==> src/verilog/mpfs_pkg.sv <==
// Package for the mode and pin function select block.
// Assumes one hclk domain; software registers reached over AHB-Lite.
package mpfs_pkg;

  // Operating modes, from the two strap pins {high, low}
  typedef enum logic [1:0] {
    MPFS_MODE_BOOT     = 2'b00,
    MPFS_MODE_SINGLE   = 2'b01,
    MPFS_MODE_TEST     = 2'b10,
    MPFS_MODE_EXPANDED = 2'b11
  } mpfs_mode_t;

  // Register byte offsets
  localparam logic [7:0] MPFS_OFF_CTRL   = 8'h00;
  localparam logic [7:0] MPFS_OFF_STATUS = 8'h04;
  localparam logic [7:0] MPFS_OFF_PORTB  = 8'h08;
  localparam logic [7:0] MPFS_OFF_PORTC  = 8'h0C;
  localparam logic [7:0] MPFS_OFF_PORTD  = 8'h10;
  localparam logic [7:0] MPFS_OFF_PORTA  = 8'h14;
  localparam logic [7:0] MPFS_OFF_BUSCYC = 8'h18;
  localparam logic [7:0] MPFS_OFF_ADDRQ  = 8'h1C;

  // Control register fields
  localparam int MPFS_CTRL_PMEN   = 0;
  localparam int MPFS_CTRL_NMIMSK = 1;
  localparam int MPFS_CTRL_ISTART = 2;

  // Status register fields
  localparam int MPFS_ST_MODE_LO  = 0;
  localparam int MPFS_ST_PMEN     = 2;
  localparam int MPFS_ST_NMIMSK   = 3;
  localparam int MPFS_ST_NMIREQ   = 4;
  localparam int MPFS_ST_SPECIAL  = 5;
  localparam int MPFS_ST_LOCKED   = 6;
  localparam int MPFS_ST_BUSY     = 7;
  localparam int MPFS_ST_DEC      = 8;

  // Port register halves: data in [7:0], direction in [15:8]
  localparam int MPFS_PDIR_LSB = 8;

  // Port D bits shared with the bus strobes
  localparam int MPFS_PD_STROBE = 6;
  localparam int MPFS_PD_RW     = 7;

  // Port A: bits 0..2 input only, 3 and 7 bidirectional, 4..6 output only
  localparam logic [7:0] MPFS_PA_OUT_ONLY = 8'h70;
  localparam logic [7:0] MPFS_PA_BIDIR    = 8'h88;

  // Program memory windows (upper nibble of a 16-bit address)
  localparam logic [3:0] MPFS_PM_BASE_EXP = 4'h7;
  localparam logic [3:0] MPFS_PM_BASE_STD = 4'hF;

  // Bus cycle command fields: [15:0] address, [23:16] data, [24] read
  localparam int MPFS_CYC_DATA_LSB = 16;
  localparam int MPFS_CYC_READ     = 24;

  // AHB transfer type
  localparam logic [1:0] MPFS_HTRANS_NONSEQ = 2'h2;

  // External bus pin group
  typedef struct packed {
    logic [7:0] b_o;
    logic [7:0] b_oe;
    logic [7:0] c_o;
    logic [7:0] c_oe;
    logic [7:0] d_o;
    logic [7:0] d_oe;
  } mpfs_pins_t;

endpackage

==> src/verilog/mpfs_top.sv <==
// Mode select, shared-pin routing, program memory map and bus muxing.
// Assumes straps and port pins are asynchronous; an AHB-Lite master on
// hclk; an external latch capturing port C low address on the strobe.
// Functional notes
// - Latch one of four modes at reset release
// - Instruction-start low for first cycle only
// - R/W pin: port D bit seven or direction
// - Strobe pin: port D bit six or strobe
// - Port C multiplexes low address and data
// - B, C, strobes general I/O only in non-bus modes
// - Port A: two bidir, three in, three out
// - B, C, D lines per-bit bidirectional
// - Reset sets the nonmaskable interrupt mask
// - Nonmaskable request asynchronous, level, active low
// - Program memory enabled on leaving reset
// - Enable writable once unless special mode
// - Enable bit gates program memory decode
// - Window at 7000 expanded, else F000
//
// The placing of the registers and the AHB-Lite interface to the registers were chosen for this implementation.
`timescale 1ns/100ps
module mpfs_top
  import mpfs_pkg::*;
(
  // Clock and reset
  input  wire logic        hclk,
  input  wire logic        hresetn,
  // AHB-Lite slave
  input  wire logic        hsel,
  input  wire logic [31:0] haddr,
  input  wire logic [1:0]  htrans,
  input  wire logic        hwrite,
  input  wire logic [2:0]  hsize,
  input  wire logic [31:0] hwdata,
  input  wire logic        hready,
  output logic [31:0]      hrdata,
  output logic             hreadyout,
  output logic             hresp,
  // Mode straps and instruction-start debug pin
  input  wire logic        mode_select_low,
  input  wire logic        mode_select_high,
  output logic             instr_start_n_o,
  output logic             instr_start_n_oe,
  // Instruction-start event from the core, same clock
  input  wire logic        instr_first_cycle,
  // Nonmaskable request pin
  input  wire logic        nonmaskable_irq_n,
  output logic             nmi_request,
  // Program memory decode for the core address
  input  wire logic [15:0] core_addr,
  output logic             prog_mem_select,
  // Port A
  input  wire logic [7:0]  port_a_i,
  output logic [7:0]       port_a_o,
  output logic [7:0]       port_a_oe,
  // Ports B, C, D pins
  input  wire logic [7:0]  port_b_i,
  input  wire logic [7:0]  port_c_i,
  input  wire logic [7:0]  port_d_i,
  output mpfs_pins_t       pins
);

  // Decode helper: bus modes use external multiplexed bus
  function automatic logic is_bus_mode(input mpfs_mode_t m);
    is_bus_mode = (m == MPFS_MODE_EXPANDED) || (m == MPFS_MODE_TEST);
  endfunction

  // Decode helper: special modes allow free enable writes
  function automatic logic is_special(input mpfs_mode_t m);
    is_special = (m == MPFS_MODE_BOOT) || (m == MPFS_MODE_TEST);
  endfunction

  // Bus phases; the last three wait out the port C synchroniser
  typedef enum {MPFS_ST_IDLE, MPFS_ST_ADDR, MPFS_ST_DATA, MPFS_ST_PIN,
                MPFS_ST_SYNC, MPFS_ST_CAPT} mpfs_bus_st_t;

  // Synchronisers for asynchronous inputs
  logic [1:0]  mode_s1_q, mode_s2_q;     // Strap pins
  logic        nmi_s1_q, nmi_s2_q;       // Nonmaskable pin
  logic [7:0]  pa_s1_q, pa_s2_q;         // Port A inputs
  logic [7:0]  pb_s1_q, pb_s2_q;         // Port B inputs
  logic [7:0]  pc_s1_q, pc_s2_q;         // Port C inputs
  logic [7:0]  pd_s1_q, pd_s2_q;         // Port D inputs

  // Mode latch state
  mpfs_mode_t  mode_q, mode_d;           // Latched mode
  logic        mode_done_q, mode_done_d; // Latch taken since reset
  logic        armed_q, armed_d;         // Instruction-start active
  logic [1:0]  live_q, live_d;           // Edges seen since release

  // Control state
  logic        pmen_q, pmen_d;           // Program memory enable
  logic        pmen_wr_q, pmen_wr_d;     // One write consumed
  logic        nmimsk_q, nmimsk_d;       // Nonmaskable mask
  logic [15:0] pa_q, pa_d;               // Port A data/direction
  logic [15:0] pb_q, pb_d;               // Port B data/direction
  logic [15:0] pc_q, pc_d;               // Port C data/direction
  logic [15:0] pd_q, pd_d;               // Port D data/direction

  // External bus cycle engine
  mpfs_bus_st_t bst_q, bst_d;            // Bus phase
  logic [24:0] cyc_q, cyc_d;             // Command: addr, data, read
  logic [7:0]  rdat_q, rdat_d;           // Data read from port C

  // AHB data phase state
  logic        wr_pend_q, wr_pend_d;     // Write data phase pending
  logic [7:0]  wr_addr_q, wr_addr_d;     // Offset of pending write
  logic [31:0] hrdata_q, hrdata_d;       // Read data

  // Output registers
  logic        lir_q, lir_d;             // Instruction-start drive
  logic        nmireq_q, nmireq_d;       // Masked request out
  logic        pmsel_q, pmsel_d;         // Program memory select
  logic [7:0]  pao_q, pao_d, paoe_q, paoe_d;
  mpfs_pins_t  pins_q, pins_d;

  logic        ahb_take;                 // Valid address phase
  logic [3:0]  pm_base;                  // Window nibble

  assign ahb_take = hsel && hready && (htrans == MPFS_HTRANS_NONSEQ);
  assign pm_base  = (mode_q == MPFS_MODE_EXPANDED) ?
                    MPFS_PM_BASE_EXP : MPFS_PM_BASE_STD;

  // Two-flop synchronisers, nothing reads the first stage
  always_ff @(posedge hclk or negedge hresetn) begin
    if (!hresetn) begin
      mode_s1_q <= 2'h0;
      mode_s2_q <= 2'h0;
      nmi_s1_q  <= 1'b1;
      nmi_s2_q  <= 1'b1;
      pa_s1_q   <= 8'h00;
      pa_s2_q   <= 8'h00;
      pb_s1_q   <= 8'h00;
      pb_s2_q   <= 8'h00;
      pc_s1_q   <= 8'h00;
      pc_s2_q   <= 8'h00;
      pd_s1_q   <= 8'h00;
      pd_s2_q   <= 8'h00;
    end else begin
      mode_s1_q <= {mode_select_high, mode_select_low};
      mode_s2_q <= mode_s1_q;
      nmi_s1_q  <= nonmaskable_irq_n;
      nmi_s2_q  <= nmi_s1_q;
      pa_s1_q   <= port_a_i;
      pa_s2_q   <= pa_s1_q;
      pb_s1_q   <= port_b_i;
      pb_s2_q   <= pb_s1_q;
      pc_s1_q   <= port_c_i;
      pc_s2_q   <= pc_s1_q;
      pd_s1_q   <= port_d_i;
      pd_s2_q   <= pd_s1_q;
    end
  end

  // Next state for mode, control, bus engine and register bus
  always_comb begin
    mode_d      = mode_q;
    mode_done_d = mode_done_q;
    armed_d     = armed_q;
    live_d      = {live_q[0], 1'b1};
    pmen_d      = pmen_q;
    pmen_wr_d   = pmen_wr_q;
    nmimsk_d    = nmimsk_q;
    pa_d        = pa_q;
    pb_d        = pb_q;
    pc_d        = pc_q;
    pd_d        = pd_q;
    bst_d       = bst_q;
    cyc_d       = cyc_q;
    rdat_d      = rdat_q;
    wr_pend_d   = 1'b0;
    wr_addr_d   = wr_addr_q;
    hrdata_d    = hrdata_q;
    // Strap sample once stage two holds pin values, third edge
    if (!mode_done_q && live_q[1]) begin
      mode_d      = mpfs_mode_t'(mode_s2_q);
      mode_done_d = 1'b1;
      armed_d     = 1'b1;
    end
    // External bus cycle: address phase then data phase
    case (bst_q)
      MPFS_ST_IDLE: bst_d = MPFS_ST_IDLE;
      MPFS_ST_ADDR: bst_d = MPFS_ST_DATA;
      MPFS_ST_DATA: bst_d = MPFS_ST_PIN;
      // Pins carry the data phase now; stage two sees it two edges on
      MPFS_ST_PIN:  bst_d = MPFS_ST_SYNC;
      MPFS_ST_SYNC: bst_d = MPFS_ST_CAPT;
      MPFS_ST_CAPT: begin
        // Stage two holds the level sampled during the data phase
        if (cyc_q[MPFS_CYC_READ]) begin
          rdat_d = pc_s2_q;
        end
        bst_d = MPFS_ST_IDLE;
      end
      default:      bst_d = MPFS_ST_IDLE;
    endcase
    // Register write data phase
    if (wr_pend_q) begin
      case (wr_addr_q)
        MPFS_OFF_CTRL: begin
          // Once only in normal modes, freely in special modes
          if (is_special(mode_q) || !pmen_wr_q) begin
            pmen_d    = hwdata[MPFS_CTRL_PMEN];
            pmen_wr_d = 1'b1;
          end
          // Software may only clear the mask
          if (!hwdata[MPFS_CTRL_NMIMSK]) begin
            nmimsk_d = 1'b0;
          end
          armed_d = hwdata[MPFS_CTRL_ISTART];
        end
        MPFS_OFF_PORTA:  pa_d = hwdata[15:0];
        MPFS_OFF_PORTB:  pb_d = hwdata[15:0];
        MPFS_OFF_PORTC:  pc_d = hwdata[15:0];
        MPFS_OFF_PORTD:  pd_d = hwdata[15:0];
        MPFS_OFF_BUSCYC: begin
          // Only accepted in bus modes and when engine is idle
          if (is_bus_mode(mode_q) && (bst_q == MPFS_ST_IDLE)) begin
            cyc_d = hwdata[24:0];
            bst_d = MPFS_ST_ADDR;
          end
        end
        default: ;
      endcase
    end
    // Address phase decode
    if (ahb_take) begin
      wr_pend_d = hwrite;
      wr_addr_d = haddr[7:0];
      if (!hwrite) begin
        case (haddr[7:0])
          MPFS_OFF_CTRL:   hrdata_d = {29'h0, armed_q, nmimsk_q, pmen_q};
          MPFS_OFF_STATUS: hrdata_d = {20'h0, pm_base, bst_q !=
                             MPFS_ST_IDLE, pmen_wr_q, is_special(mode_q),
                             !nmi_s2_q, nmimsk_q, pmen_q, mode_q};
          MPFS_OFF_PORTA:  hrdata_d = {16'h0, pa_q[15:8], pa_s2_q};
          MPFS_OFF_PORTB:  hrdata_d = {16'h0, pb_q[15:8], pb_s2_q};
          MPFS_OFF_PORTC:  hrdata_d = {16'h0, pc_q[15:8], pc_s2_q};
          MPFS_OFF_PORTD:  hrdata_d = {16'h0, pd_q[15:8], pd_s2_q};
          MPFS_OFF_BUSCYC: hrdata_d = {7'h0, cyc_q};
          MPFS_OFF_ADDRQ:  hrdata_d = {24'h0, rdat_q};
          default:         hrdata_d = 32'h0000_0000;
        endcase
      end
    end
  end

  // Next values of the registered outputs
  always_comb begin
    pins_d = '0;
    // Instruction start pulled low only in the cycle after the core flags
    lir_d    = armed_q && instr_first_cycle;
    nmireq_d = !nmi_s2_q && !nmimsk_q;
    // Enable bit and window select the on-chip memory
    pmsel_d  = pmen_q && (core_addr[15:12] == pm_base);
    // Port A fixed lanes, direction only on the two bidir lines
    paoe_d = MPFS_PA_OUT_ONLY | (pa_q[15:8] & MPFS_PA_BIDIR);
    pao_d  = pa_q[7:0] & paoe_d;
    if (is_bus_mode(mode_q)) begin
      // High address on port B
      pins_d.b_o  = cyc_q[15:8];
      pins_d.b_oe = 8'hFF;
      // Low address in address phase, data after
      if (bst_q == MPFS_ST_ADDR) begin
        pins_d.c_o  = cyc_q[7:0];
        pins_d.c_oe = 8'hFF;
      end else if ((bst_q == MPFS_ST_DATA) && !cyc_q[MPFS_CYC_READ]) begin
        pins_d.c_o  = cyc_q[MPFS_CYC_DATA_LSB +: 8];
        pins_d.c_oe = 8'hFF;
      end
      pins_d.d_o  = pd_q[7:0];
      pins_d.d_oe = pd_q[15:8];
      // Strobe high during address phase
      pins_d.d_o[MPFS_PD_STROBE]  = (bst_q == MPFS_ST_ADDR);
      pins_d.d_oe[MPFS_PD_STROBE] = 1'b1;
      // Direction: high for read, idle reads as read
      pins_d.d_o[MPFS_PD_RW]  = (bst_q == MPFS_ST_IDLE) ||
                                cyc_q[MPFS_CYC_READ];
      pins_d.d_oe[MPFS_PD_RW] = 1'b1;
    end else begin
      // Plain per-bit I/O on all three ports
      pins_d.b_o  = pb_q[7:0];
      pins_d.b_oe = pb_q[15:8];
      pins_d.c_o  = pc_q[7:0];
      pins_d.c_oe = pc_q[15:8];
      pins_d.d_o  = pd_q[7:0];
      pins_d.d_oe = pd_q[15:8];
    end
  end

  // State registers
  always_ff @(posedge hclk or negedge hresetn) begin
    if (!hresetn) begin
      mode_q      <= MPFS_MODE_BOOT;
      mode_done_q <= 1'b0;
      armed_q     <= 1'b0;
      live_q      <= 2'h0;
      pmen_q      <= 1'b1;
      pmen_wr_q   <= 1'b0;
      nmimsk_q    <= 1'b1;
      pa_q        <= 16'h0000;
      pb_q        <= 16'h0000;
      pc_q        <= 16'h0000;
      pd_q        <= 16'h0000;
      bst_q       <= MPFS_ST_IDLE;
      cyc_q       <= 25'h0000000;
      rdat_q      <= 8'h00;
      wr_pend_q   <= 1'b0;
      wr_addr_q   <= 8'h00;
      hrdata_q    <= 32'h0000_0000;
      lir_q       <= 1'b0;
      nmireq_q    <= 1'b0;
      pmsel_q     <= 1'b0;
      pao_q       <= 8'h00;
      paoe_q      <= 8'h00;
      pins_q      <= '0;
    end else begin
      mode_q      <= mode_d;
      mode_done_q <= mode_done_d;
      armed_q     <= armed_d;
      live_q      <= live_d;
      pmen_q      <= pmen_d;
      pmen_wr_q   <= pmen_wr_d;
      nmimsk_q    <= nmimsk_d;
      pa_q        <= pa_d;
      pb_q        <= pb_d;
      pc_q        <= pc_d;
      pd_q        <= pd_d;
      bst_q       <= bst_d;
      cyc_q       <= cyc_d;
      rdat_q      <= rdat_d;
      wr_pend_q   <= wr_pend_d;
      wr_addr_q   <= wr_addr_d;
      hrdata_q    <= hrdata_d;
      lir_q       <= lir_d;
      nmireq_q    <= nmireq_d;
      pmsel_q     <= pmsel_d;
      pao_q       <= pao_d;
      paoe_q      <= paoe_d;
      pins_q      <= pins_d;
    end
  end

  // Outputs straight from flops or tied off; slave never stalls, always OKAY
  assign hrdata           = hrdata_q;
  assign hreadyout        = 1'b1;
  assign hresp            = 1'b0;
  assign instr_start_n_o  = 1'b0;   // Open drain: only pulls low
  assign instr_start_n_oe = lir_q;
  assign nmi_request      = nmireq_q;
  assign prog_mem_select  = pmsel_q;
  assign port_a_o         = pao_q;
  assign port_a_oe        = paoe_q;
  assign pins             = pins_q;

endmodule

==> config.mk <==
export PLATFORM = sky130hd
export DESIGN_NAME = mpfs_top
export DESIGN_NICKNAME = d
export VERILOG_FILES = /design/src/verilog/mpfs_pkg.sv /design/src/verilog/mpfs_top.sv
export SDC_FILE = /design/constraint.sdc
export NUM_CORES = 1
export LEC_CHECK = 0
export BUFFER_PORTS_ARGS = -buffer_cell sky130_fd_sc_hd__buf_4
export CELL_PAD_IN_SITES_DETAIL_PLACEMENT = 0
export CELL_PAD_IN_SITES_GLOBAL_PLACEMENT = 1
export CORE_UTILIZATION = 44
export DETAILED_ROUTE_END_ITERATION = 12
export GPL_TIMING_DRIVEN = 0
export HOLD_SLACK_MARGIN = 0.05
export PLACE_DENSITY_LB_ADDON = 0.1
export SYNTH_ARGS = -nofsm -noshare
export SYNTH_HDL_FRONTEND = slang
export SYNTH_SLANG_ARGS = --single-unit
==> constraint.sdc <==
create_clock -name hclk -period 2.1 [get_ports hclk]
set_input_delay 0.105 -clock hclk [delete_from_list [all_inputs] [get_ports hclk]]
set_output_delay 0.105 -clock hclk [all_outputs]
set_load 0.005 [all_outputs]
; Word level (Yosys, flattened, before mapping)
; Index checks and enable logic that the tools add are counted.
[classes]
addsub = 0
muxes = 13
n_div = 0
magnitude_cmp = 0
reduce_logical = 31
n_shift = 0
multipliers = 0
n_eq_ne = 23
bitwise_logic = 3
[ops]
columns = op, n
row1 = 25-bit case mux with 8 select lines, 1
row2 = "32-bit by 2-bit == test with 1-bit output, second input constant", 3
row3 = "32-bit by 3-bit == test with 1-bit output, second input constant", 3
row4 = 32-bit 2-to-1 mux, 3
row5 = "8-bit by 5-bit == test with 1-bit output, second input constant", 7
row6 = 48-bit 2-to-1 mux, 1
row7 = "32-bit by 1-bit == test with 1-bit output, second input constant", 1
row8 = "8-bit by 4-bit == test with 1-bit output, second input constant", 4
row9 = 32-bit zero test, 1
row10 = 16-bit 2-to-1 mux, 2
row11 = 32-bit nonzero test, 1
row12 = 8-bit zero test, 2
row13 = 3-bit case mux with 4 select lines, 1
row14 = 2-bit AND reduction, 6
row15 = 3-bit AND reduction, 3
row16 = 8-bit AND, 1
row17 = "8-bit by 3-bit == test with 1-bit output, second input constant", 1
row18 = 1-bit logical AND, 8
row19 = "2-bit == test, second input constant", 3
row20 = 1-bit zero test, 5
row21 = 4-bit == test, 1
row22 = 1-bit logical OR, 4
row23 = 1-bit 2-to-1 mux, 4
row24 = 4-bit 2-to-1 mux, 1
row25 = 2 further kinds, 3
[word_totals]
latch_bits = 0
word_cells = 110
mem_bits_rw = 0
output_inout_bits = 102
romBits = 0
regBits = 313
inputBits = 126
n_memories = 0

; Logic depth before layout (Yosys ltp)
; Gate-level depths: netlist of run 1.
[logic_depth]
ltp_word = 6
mapped_depth = 6
mapped_depth_nobuf = 4

; Least setup slack after synthesis of run 1
; Ideal clock, no wire load.
[synth_path]
kind = register -> register
start = register wr_addr_q[1]
end = register pd_q[10]
t_arrival_ps = 1800
synth_period_minus_slack_ps = 1925
path_slack_ps = 175
setup_time_ps = 125
t_required_ps = 1975
path_buffers = 1
stages_incl_launch_ff = 6
path_cell_list = dfrtp_1 > nor4b_4 > nand3_2 > nor3b_2 > buf_4 > mux2_2
[synth_via]
elab_chain_cells = 2
[synth_lines]
columns = item, line
row1 = start: declaration, mpfs_top.sv:107  ; logic [7:0] wr_addr_q, wr_addr_d;
row2 = start signal: assignment, mpfs_top.sv:333  ; wr_addr_q <= wr_addr_d;
row3 = 8-bit by 5-bit == test with 1-bit output, mpfs_top.sv:199  ; case (wr_addr_q)
row4 = 2-bit AND reduction (no source line), n/a
row5 = end signal: assignment, mpfs_top.sv:328  ; pd_q <= pd_d;
row6 = end: declaration, mpfs_top.sv:98  ; logic [15:0] pd_q, pd_d;
; No other way between the ends.
; A chain may end at the register's enable or synchronous reset.

; Worst setup path after layout of run 1
[layout_path]
start = register wr_addr_q[5]
end = register cyc_q[11]
[layout_via]
elab_chain_cells = 2
[layout_lines]
columns = item, line
row1 = 8-bit by 5-bit == test with 1-bit output, mpfs_top.sv:199
row2 = 3-bit AND reduction (no source line), n/a
row3 = end signal: assignment, mpfs_top.sv:330  ; cyc_q <= cyc_d;
row4 = end: declaration, mpfs_top.sv:102  ; logic [24:0] cyc_q, cyc_d;
; No other way between the ends.

==> flow_summary.yaml, run 1 <==
detailed_routing:
  vias_per_cell: 5.13
  wl_mm: 25.5
  drcViolationCount: 0
  ant_nets: 0
  wl_per_cell_um: 19.6
  firstDrtPassIters: 5
  vias: 6665
  drtIter0Drc: 357
cells_and_area:
  final_layout_size_suffix_gt1_share_pct: 39.2
  finalInstanceArea_sq_um: 13800
  layout.nets: 1117
  fillers: 1795
  antennaDiodeCount: 0
  area_delta_synth_final_pct: 35.2
  utilization_pct: 60.8
  final_cells: 1298
cts:
  cts_tree: "done"
  cts.sinks: 268
  cts_max_level: 1
  cts.path.max_buffers: 3
  cts-root-buf: "clkbuf_16"
  clock_latency_ns: 0.54
  cts_made_buffers: 28
  path_clk_slew_ns: 0.07
logic_synthesis:
  synth_seq_cells: 268
  yosysTopAreaCell: "dfrtp_1"
  yosys.area_share.simple_pct: 6.87
  synthXorXnorAreaFrac_pct: 0.172
  synth_compound_area_share_pct: 7.84
  avgSynthCellArea_sq_um: 14.5
  synth.most_common_cell: "dfrtp_1"
  ys_top_cells_by_area: "dfrtp_1, mux2_2, mux2_4"
  synth_top_family_by_area: "multiplexers"
  netlist_top_cells_count: "dfrtp_1, mux2_2, nand2_1, o21ai_0, a21oi_1"
  yosys_warnings: 0
  yosysUniqueCellTypes: 58
  synthFlopType: "dfrtp_1"
  synth-edff-count: 0
  synth_fa_ha_area_share_pct: 0
  netlist.area_leader.share_pct: 64.9
  async_flop_share_pct: 100
  synth_area_sq_um: 10200
  syn-instance-count: 703
  ys_seq_area_share_pct: 66.0
  synthMuxAreaShare_pct: 15.5
critical_path:
  cpPeakStageDelay_ns: 0.41
  worst-path-buf-inv: 2
  crit_type: "reg -> reg"
  r2r_slack_ns: 0.03
  cp.arrival_ns: 2.48
  timing.rr.end: "cyc_q[11]"
  path_delay_family: "simple AND/OR/NAND/NOR gates"
  required_ns: 2.51
  crit_path_start_kind: "register"
  critPathLaunch: "wr_addr_q[5]"
  critPathSlowestCell: "dfrtp_1"
  critical_path.cell_chain: "nor4b_4 -> nand3_2 -> or3_1 -> buf_6 -> buf_12 -> mux2_4"
  reg2reg_from: "wr_addr_q[5]"
  endpoint_kind: "register"
  path_max_fanout: 10
  reg2reg_depth: 6
global_routing:
  grtUsageMet1_pct: 30.1
  grt_start_max_net_pins: 117
  use_met2_pct: 35.7
  antenna_found_initial: 0
  grt-ovfl-total: 0
  grt_pass1_wl_mm: 39.5
  grt-busiest-layer: "met2"
  grt_pass1_vias: 6903
  grt_use_met3_pct: 3.55
  track_usage_pct: 21.9
sta:
  period_share_pct: 98.6
  fin_crit_ns: 2.07
  finalMaxSlewViolations: 0
  fmax_mhz: 483
  final-setup-viol-count: 0
  slew_headroom_pct: 45.3
  timing_hold_violations_final: 0
  worst_clock_skew_ns: 0.0181
  rsz0062_at_grt: "yes"
  tightestPinTransition_ns: 0.821
power:
  p_sw_share_pct: 23.4
  power.density_nw_per_um2: 923
  vdd_drop_max_mv: 0.643
  p_clk_share_pct: 42.2
  seqPwrFrac_pct: 46.1
  power.switching_w: 0.00298
  pwr-share-comb_pct: 11.8
  internal_power_w: 0.00973
  leakagePower_nw: 6.59
place:
  dp_hpwl_mm: 17.5
  io_buffer_count: 163
  placedCellCount: 1168
  placedInstanceArea_sq_um: 11900
  gp_congestion: 0.822
floorplan:
  rows: 55
  core_sq_um: 22600
  die_y_um: 154
  initial_core_util_pct: 44.9
  dieArea_sq_um: 23700
  die_x_um: 154
  pin_count: 228
job:
  cap_violations: 0
run_status:
  status: "complete, no violations"
worst_hold_path:
  min_path_type: "in -> async"
==> timing repair <==
item	CTS	global route
gates cloned	0	2
hold endpoints to repair	287	0
pin swaps	3	2
setup endpoints to repair	42	64
hold buffers	71	0
buffers inserted	2	3
resized for setup	4	15
==> how the worst max path moves through the flow <==
| stage | end | slack (ns) | depth (start not counted) |
|---|---|---|---|
| 2_1_floorplan | pd_q[10] | 0.18 | 5 |
| 3_3_place_gp | pa_s1_q[0] | -1.10 | 1 |
| 3_5_place_dp | pd_q[12] | -0.32 | 5 |
| 4_1_cts | pins[29] | 0.003 | 6 |
| 5_1_grt | pins[29] | -0.04 | 6 |
| 6_report | cyc_q[11] | 0.03 | 6 |
==> per-stage QoR <==
stage | setup TNS, ns | worst slack [ns] | power, W | hold slack [ns]
floorplan | 0 | 0.175 | 0.00652 | -0.191
global placement | -292.76 | -1.10 | 0.00721 | 0.214
detailed placement | -6.41 | -0.322 | 0.00729 | 0.0617
CTS | 0 | 0.00324 | 0.0128 | 0.0865
global route | -0.468 | -0.0378 | 0.0132 | 0.116
finish | 0 | 0.0299 | 0.0127 | 0.0883
==> area by class of cell <==
class	count	area (sq um)	area share (%)
multi-input cells	386	3230	23.4
well taps	285	357	2.59
clock inverters	15	223	1.62
inverters	13	48.8	0.355
flip-flops and latches	268	6710	48.8
repair buffers	242	2060	15.0
plain buffers	52	329	2.39
clock buffers	37	806	5.86
==> layer usage <==
layer,wire length (um),vias up
met5,0,-
met4,641,0
met3,1290,39
met2,12300,214
met1,11200,3378
li1,-,3034
==> logic make-up (layout without fill, tap and decap cells) <==
kind of cell	after synthesis	after routing
muxes	129	129
and+or+nand+nor	119	120
xor gates and xnor gates	2	2
AOI/OAI and AO/OA	118	118
other	2	17
buffers and inverters	65	359
DFF	268	268
==> layout by cell type, fill, tap and decap left out, types with 4 or more instances in the layout <==
cell type      Yosys  final
a21oi_1           23     23
a22o_1            12     12
a22oi_1           13     13
and2_1             5      5
buf_4             21    189
bufinv_16          0      5
clkbuf_1          21     23
clkbuf_16          0     30
clkbuf_8           0      5
clkinv_2           0      4
conb_1             2     17
dfrtp_1          264    264
dfstp_2            4      4
dlygate4sd3_1      0     71
inv_1             13     13
mux2_2            91     91
mux2_4            19     19
mux2i_1           13     13
mux4_2             6      6
nand2_1           38     38
nand2b_1           5      5
nand3_1            4      4
nand4b_1           4      4
nor2_1            14     14
nor2b_1            4      4
o21a_1            11     11
o21ai_0           29     29
o221ai_1           4      4
o2bb2ai_1         13     13
or2_2             11     11
or3_1              5      4
==> state kept, by name (all words and copies together), names as in the netlist, 3 cells and up <==
name       cells
pa_s2_q        8
pc_s1_q        8
hrdata        25
pd_s1_q        8
pa_s1_q        8
pd_q          16
pc_q          16
pa_q          13
pb_s1_q        8
rdat_q         8
cyc_q         25
pins          48
wr_addr_q      8
pb_q          16
pb_s2_q        8
bst_q          3
port_a_o       5
pd_s2_q        8
pc_s2_q        8
==> power by group through the flow <==
| stage | Sequential [W] | Clock [W] | Combinational, W |
|---|---|---|---|
| after global routing | 0.00590 | 0.00570 | 0.00164 |
| after floorplan | 0.00587 | 0 | 0.000649 |
| after detailed placement | 0.00594 | 0 | 0.00136 |
| final | 0.00585 | 0.00536 | 0.00149 |
| after CTS | 0.00585 | 0.00546 | 0.00147 |
| after global placement | 0.00592 | 0 | 0.00130 |
(Power assumes the default switching activity.)
==> inputs of run 2 (changes only) <==
==> constraint.sdc (replaced) <==
create_clock -name hclk -period 2.1 [get_ports hclk]
set_input_delay 0.42 -clock hclk [delete_from_list [all_inputs] [get_ports hclk]]
set_output_delay 0.42 -clock hclk [all_outputs]
set_load 0.005 [all_outputs]
==> run 2 against run 1 <==
Against the previous run: sequential share of layout area grew 1.4 points; via count shrank 2.0%; routed wire length shrank 1.5%; global-route usage shrank 0.31 points; core utilization shrank 1.7 points; fmax shrank 0.14%; worst setup slack lost 0.0028 ns; register-to-register slack is essentially flat; non-clock buffer count shrank 36; worst hold slack gained 0.0088 ns; critical endpoint unchanged; largest power group unchanged.
==> flow_summary.yaml, run 2 (synthesis gave the netlist of run 1 again) <==
run_status:
  status: "complete, no violations"
floorplan:
  dieArea_sq_um: 23700
  die_y_um: 154
  rows: 55
  die_x_um: 154
  initial_core_util_pct: 44.9
  core_sq_um: 22600
  pin_count: 228
cells_and_area:
  mostFrequentLayoutCells: "dfrtp_1, buf_4, mux2_2"
  final_cells: 1262
  seq_area_sq_um: 6710
  layout_commonest_cell: "dfrtp_1"
  fillers: 1823
  final_layout_size_suffix_gt1_share_pct: 40.6
  multi_input_area_sq_um: 3200
  largest_reg_flops: 48
  layout.nets: 1081
  antennaDiodeCount: 0
  area_delta_synth_final_pct: 31.5
cts:
  cts-root-buf: "clkbuf_16"
  path_clk_slew_ns: 0.07
  cts.sinks: 268
  cts_made_buffers: 28
  cts.path.max_buffers: 3
  clock_latency_ns: 0.54
  cts_tree: "done"
  cts_max_level: 1
critical_path:
  required_ns: 2.51
  worst-path-buf-inv: 2
  critical_path.cell_chain: "nor4b_4 -> nand3_2 -> or3_1 -> buf_6 -> buf_12 -> mux2_4"
  path_max_fanout: 10
  cpPeakStageDelay_ns: 0.42
  crit_path_start_kind: "register"
  endpoint_kind: "register"
  cp.arrival_ns: 2.48
  path_delay_family: "simple AND/OR/NAND/NOR gates"
  critPathSlowestCell: "dfrtp_1"
  r2r_slack_ns: 0.03
  crit_type: "reg -> reg"
detailed_routing:
  ant_nets: 0
  wl_per_cell_um: 19.9
  vias_per_cell: 5.18
  vias: 6535
  drcViolationCount: 0
  drtIter0Drc: 432
  wl_mm: 25.1
  firstDrtPassIters: 4
power:
  power_w: 0.0126
  power.density_nw_per_um2: 945
  p_clk_share_pct: 42.4
  pwr-share-comb_pct: 11.3
  internal_power_w: 0.00968
  power.switching_w: 0.00296
  vdd_drop_max_mv: 0.641
  seqPwrFrac_pct: 46.3
  p_sw_share_pct: 23.4
  leakagePower_nw: 6.42
place:
  dp_hpwl_mm: 17.5
  dp_slack_ns: -0.457
  gp_congestion: 0.822
  placedCellCount: 1168
  io_buffer_count: 163
worst_hold_path:
  min_path_type: "in -> reg"
global_routing:
  grt-ovfl-total: 0
  grt_start_max_net_pins: 117
  antenna_found_initial: 0
  grt_pass1_wl_mm: 38.8
  track_usage_pct: 21.6
  grt_pass1_vias: 6739
sta:
  whs_ns: 0.0971
  fin_crit_ns: 2.07
  worst_slack_ns: 0.0271
  timing_hold_violations_final: 0
  finalMaxSlewViolations: 0
  period_share_pct: 98.7
  worst_clock_skew_ns: 0.0191
  slew_headroom_pct: 32.4
  fmax_mhz: 482
  final-setup-viol-count: 0
  rsz0062_at_grt: "yes"
  tightestPinTransition_ns: 1.00
  fin_setup_tns_ns: 0
job:
  cap_violations: 0
run 2: layout make-up:
cell class | instances | share of cell area [%]
clock buffer | 37 | 6.02
buffer | 51 | 2.44
timing repair buffer | 207 | 12.8
tap | 285 | 2.67
clock inverter | 15 | 1.66
sequential | 268 | 50.2
multi-input combinational | 386 | 23.9
inverter | 13 | 0.365
run 2: repair_timing:
action                                  CTS  global route
endpoints found under the setup margin   42            58
pin swaps                                 3             2
hold buffers                             36             0
resized for setup                         4            12
gates cloned                              0             2
endpoints found under the hold margin    96             0
setup buffers                             2             3
run 2: through the flow:
step                      utilization (%)  cell area [sq um]
after floorplan                         -              10200
after global placement               52.2              11800
after detailed placement             52.5              11900
after CTS                            58.7              13300
after global routing                 59.1              13400
final                                59.1              13400
run 2: worst reg2reg max path, delay by kind of cell, from the launching register on:
family | cells | cell delay [ns]
AND/OR/NAND/NOR | 3 | 0.92
buffers and inverters | 2 | 0.31
multiplexers | 1 | 0.31
flip-flops | 1 | 0.42
run 2: final timing paths:
path / startpoint / endpoint / depth (start not counted)
setup / recovery: wr_addr_q[5] / cyc_q[11] / 6
setup reg to reg: wr_addr_q[5] / cyc_q[11] / 6
max in group asynchronous: hresetn / hrdata[0] / 4
hold reg to reg: pd_s1_q[6] / pd_s2_q[6] / 0
hold / removal: instr_first_cycle / instr_start_n_oe / 2
min in group asynchronous: hresetn / pins[29] / 2
run 2: power groups by stage:
stage | registers [W] | clock network (W) | logic (W)
5_1_grt | 0.00590 | 0.00570 | 0.00158
4_1_cts | 0.00585 | 0.00546 | 0.00142
2_1_floorplan | 0.00587 | 0 | 0.000649
3_3_place_gp | 0.00592 | 0 | 0.00130
3_5_place_dp | 0.00594 | 0 | 0.00136
6_report | 0.00585 | 0.00536 | 0.00143
run 2: layer usage:
layer	global-route usage, %	routed length [um]	vias up
li1	-	-	2962
met2	34.9	12000	202
met4	6.67	627	0
met1	29.6	11100	3325
met3	3.95	1300	46
met5	0	0	-
==> inputs of run 3 (changes only) <==
--- a/config.mk
+++ b/config.mk
@@ -12,7 +12,7 @@
 export DETAILED_ROUTE_END_ITERATION = 12
 export GPL_TIMING_DRIVEN = 0
 export HOLD_SLACK_MARGIN = 0.05
-export PLACE_DENSITY_LB_ADDON = 0.1
+export PLACE_DENSITY = 0.77
 export SYNTH_ARGS = -nofsm -noshare
 export SYNTH_HDL_FRONTEND = slang
 export SYNTH_SLANG_ARGS = --single-unit
==> run 3 against run 2 <==
Against the previous run: global-route usage decreased by 0.69 points; critical path depth unchanged; final area decreased by 0.35%; clock skew is 0.013 ns lower; fmax rose by 0.28%; sequential power about the same; routed wire length shrank 4.2%; critical path type unchanged.
==> flow_summary.yaml, run 3 (synthesis gave the netlist of run 1 again) <==
run_status:
  status: "complete, no violations"
sta:
  worst_clock_skew_ns: 0.00622
  timing_hold_violations_final: 0
  fmax_mhz: 484
  fin_crit_ns: 2.07
  rsz0062_at_grt: "no"
  tightestPinTransition_ns: 1.05
  period_share_pct: 98.4
  finalMaxSlewViolations: 0
  final-setup-viol-count: 0
  slew_headroom_pct: 29.4
  whs_ns: 0.109
job:
  cap_violations: 0
floorplan:
  rows: 55
  core_sq_um: 22600
  dieArea_sq_um: 23700
  die_x_um: 154
  initial_core_util_pct: 44.9
  pin_count: 228
  die_y_um: 154
cts:
  cts-root-buf: "clkbuf_16"
  clock_latency_ns: 0.53
  cts.sinks: 268
  cts_max_level: 1
  cts.path.max_buffers: 3
  path_clk_slew_ns: 0.06
  cts_tree: "done"
  cts_made_buffers: 28
critical_path:
  cpPeakStageDelay_ns: 0.41
  crit_type: "reg -> reg"
  path_max_fanout: 10
  reg2reg_depth: 6
  r2r_slack_ns: 0.03
  reg2reg_from: "wr_addr_q[5]"
  timing.rr.end: "cyc_q[8]"
  cp.arrival_ns: 2.48
  critical_path.cell_chain: "nor4b_4 -> nand3_2 -> or3_1 -> buf_6 -> buf_12 -> mux2_4"
  endpoint_kind: "register"
  required_ns: 2.52
  crit_path_start_kind: "register"
  critPathSlowestCell: "dfrtp_1"
cells_and_area:
  layout_commonest_cell: "dfrtp_1"
  mostFrequentLayoutCells: "dfrtp_1, buf_4, mux2_2"
  fillers: 1844
  area_delta_synth_final_pct: 31.0
  antennaDiodeCount: 0
  utilization_pct: 58.9
  layout.nets: 1080
  largest_reg_flops: 48
  final_layout_size_suffix_gt1_share_pct: 40.2
global_routing:
  antenna_found_initial: 0
  track_usage_pct: 20.9
  grt-ovfl-total: 0
  grt_pass1_wl_mm: 37.7
  grt_pass1_vias: 6612
  grt_start_max_net_pins: 131
worst_hold_path:
  hold_path_depth: 3
  holdPathEnd: "wr_addr_q[7]"
  hp-start: "haddr[7]"
  min_path_type: "in -> reg"
place:
  gp_congestion: 0.799
  dp_hpwl_mm: 16.8
  io_buffer_count: 163
detailed_routing:
  vias: 6382
  drcViolationCount: 0
  wl_mm: 24.0
  firstDrtPassIters: 5
  vias_per_cell: 5.07
  drtIter0Drc: 302
  ant_nets: 0
  wl_per_cell_um: 19.0
power:
  leakagePower_nw: 6.37
  power.density_nw_per_um2: 946
  vdd_drop_max_mv: 0.613
==> run 3: cell type report <==
type,instances,area (sq um),share of cell area (%)
inverter,13,48.8,0.366
clock buffer,36,772,5.79
buffer,52,327,2.45
clock inverter,15,253,1.90
multi-input combinational,385,3180,23.8
tap,285,357,2.67
timing repair buffer,206,1680,12.6
sequential,268,6710,50.3
==> run 3: worst max-delay path, delay by kind of cell, from the launching register on <==
family | cells | cell delay, ns
buffers and inverters | 2 | 0.30
muxes | 1 | 0.30
and+or+nand+nor | 3 | 0.93
DFF | 1 | 0.41
==> run 3: through the flow <==
| stage | total power, W | area (sq um) | std cells | setup TNS, ns | worst slack (ns) |
|---|---|---|---|---|---|
| 4_1_cts | 0.0127 | 13300 | 1257 | 0 | 0.0388 |
| 6_report | 0.0126 | 13300 | 1260 | 0 | 0.0329 |
| 2_1_floorplan | 0.00652 | 10200 | 718 | 0 | 0.175 |
| 3_5_place_dp | 0.00728 | 11900 | 1168 | -9.81 | -0.392 |
| 5_1_grt | 0.0131 | 13300 | 1260 | 0 | 0.00828 |
| 3_3_place_gp | 0.00722 | 11800 | 1166 | -415.17 | -1.54 |
==> run 3: how the worst max path moves through the flow <==
stage | slack (ns) | from | endpoint | cells after the start
3_3_place_gp | -1.54 | hresetn | pa_s1_q[6] | 1
2_1_floorplan | 0.18 | wr_addr_q[1] | pd_q[10] | 5
3_5_place_dp | -0.39 | htrans[0] | hrdata[13] | 6
5_1_grt | 0.008 | wr_addr_q[5] | cyc_q[19] | 6
4_1_cts | 0.04 | bst_q[2] | cyc_q[8] | 6
6_report | 0.03 | wr_addr_q[5] | cyc_q[8] | 6
==> run 3: repair_timing <==
action,4_1_cts,5_1_grt
endpoints found under the hold margin,52,0
setup buffers,2,3
resized for setup,5,4
pin swaps,3,3
hold buffers,36,0
setup endpoints to repair,40,24
==> run 3: metal layers <==
layer | vias to the layer above | GRT usage (%) | part of all wire [%]
li1 | 2964 | - | -
met4 | 0 | 5.00 | 1.6
met1 | 3210 | 28.8 | 44
met2 | 175 | 34.5 | 49
met3 | 33 | 3.61 | 5.6
met5 | - | 0 | 0
==> run 3: power by group <==
part           internal, W  switching, W
logic             0.000758      0.000646
registers          0.00559      0.000255
clock network      0.00335       0.00201
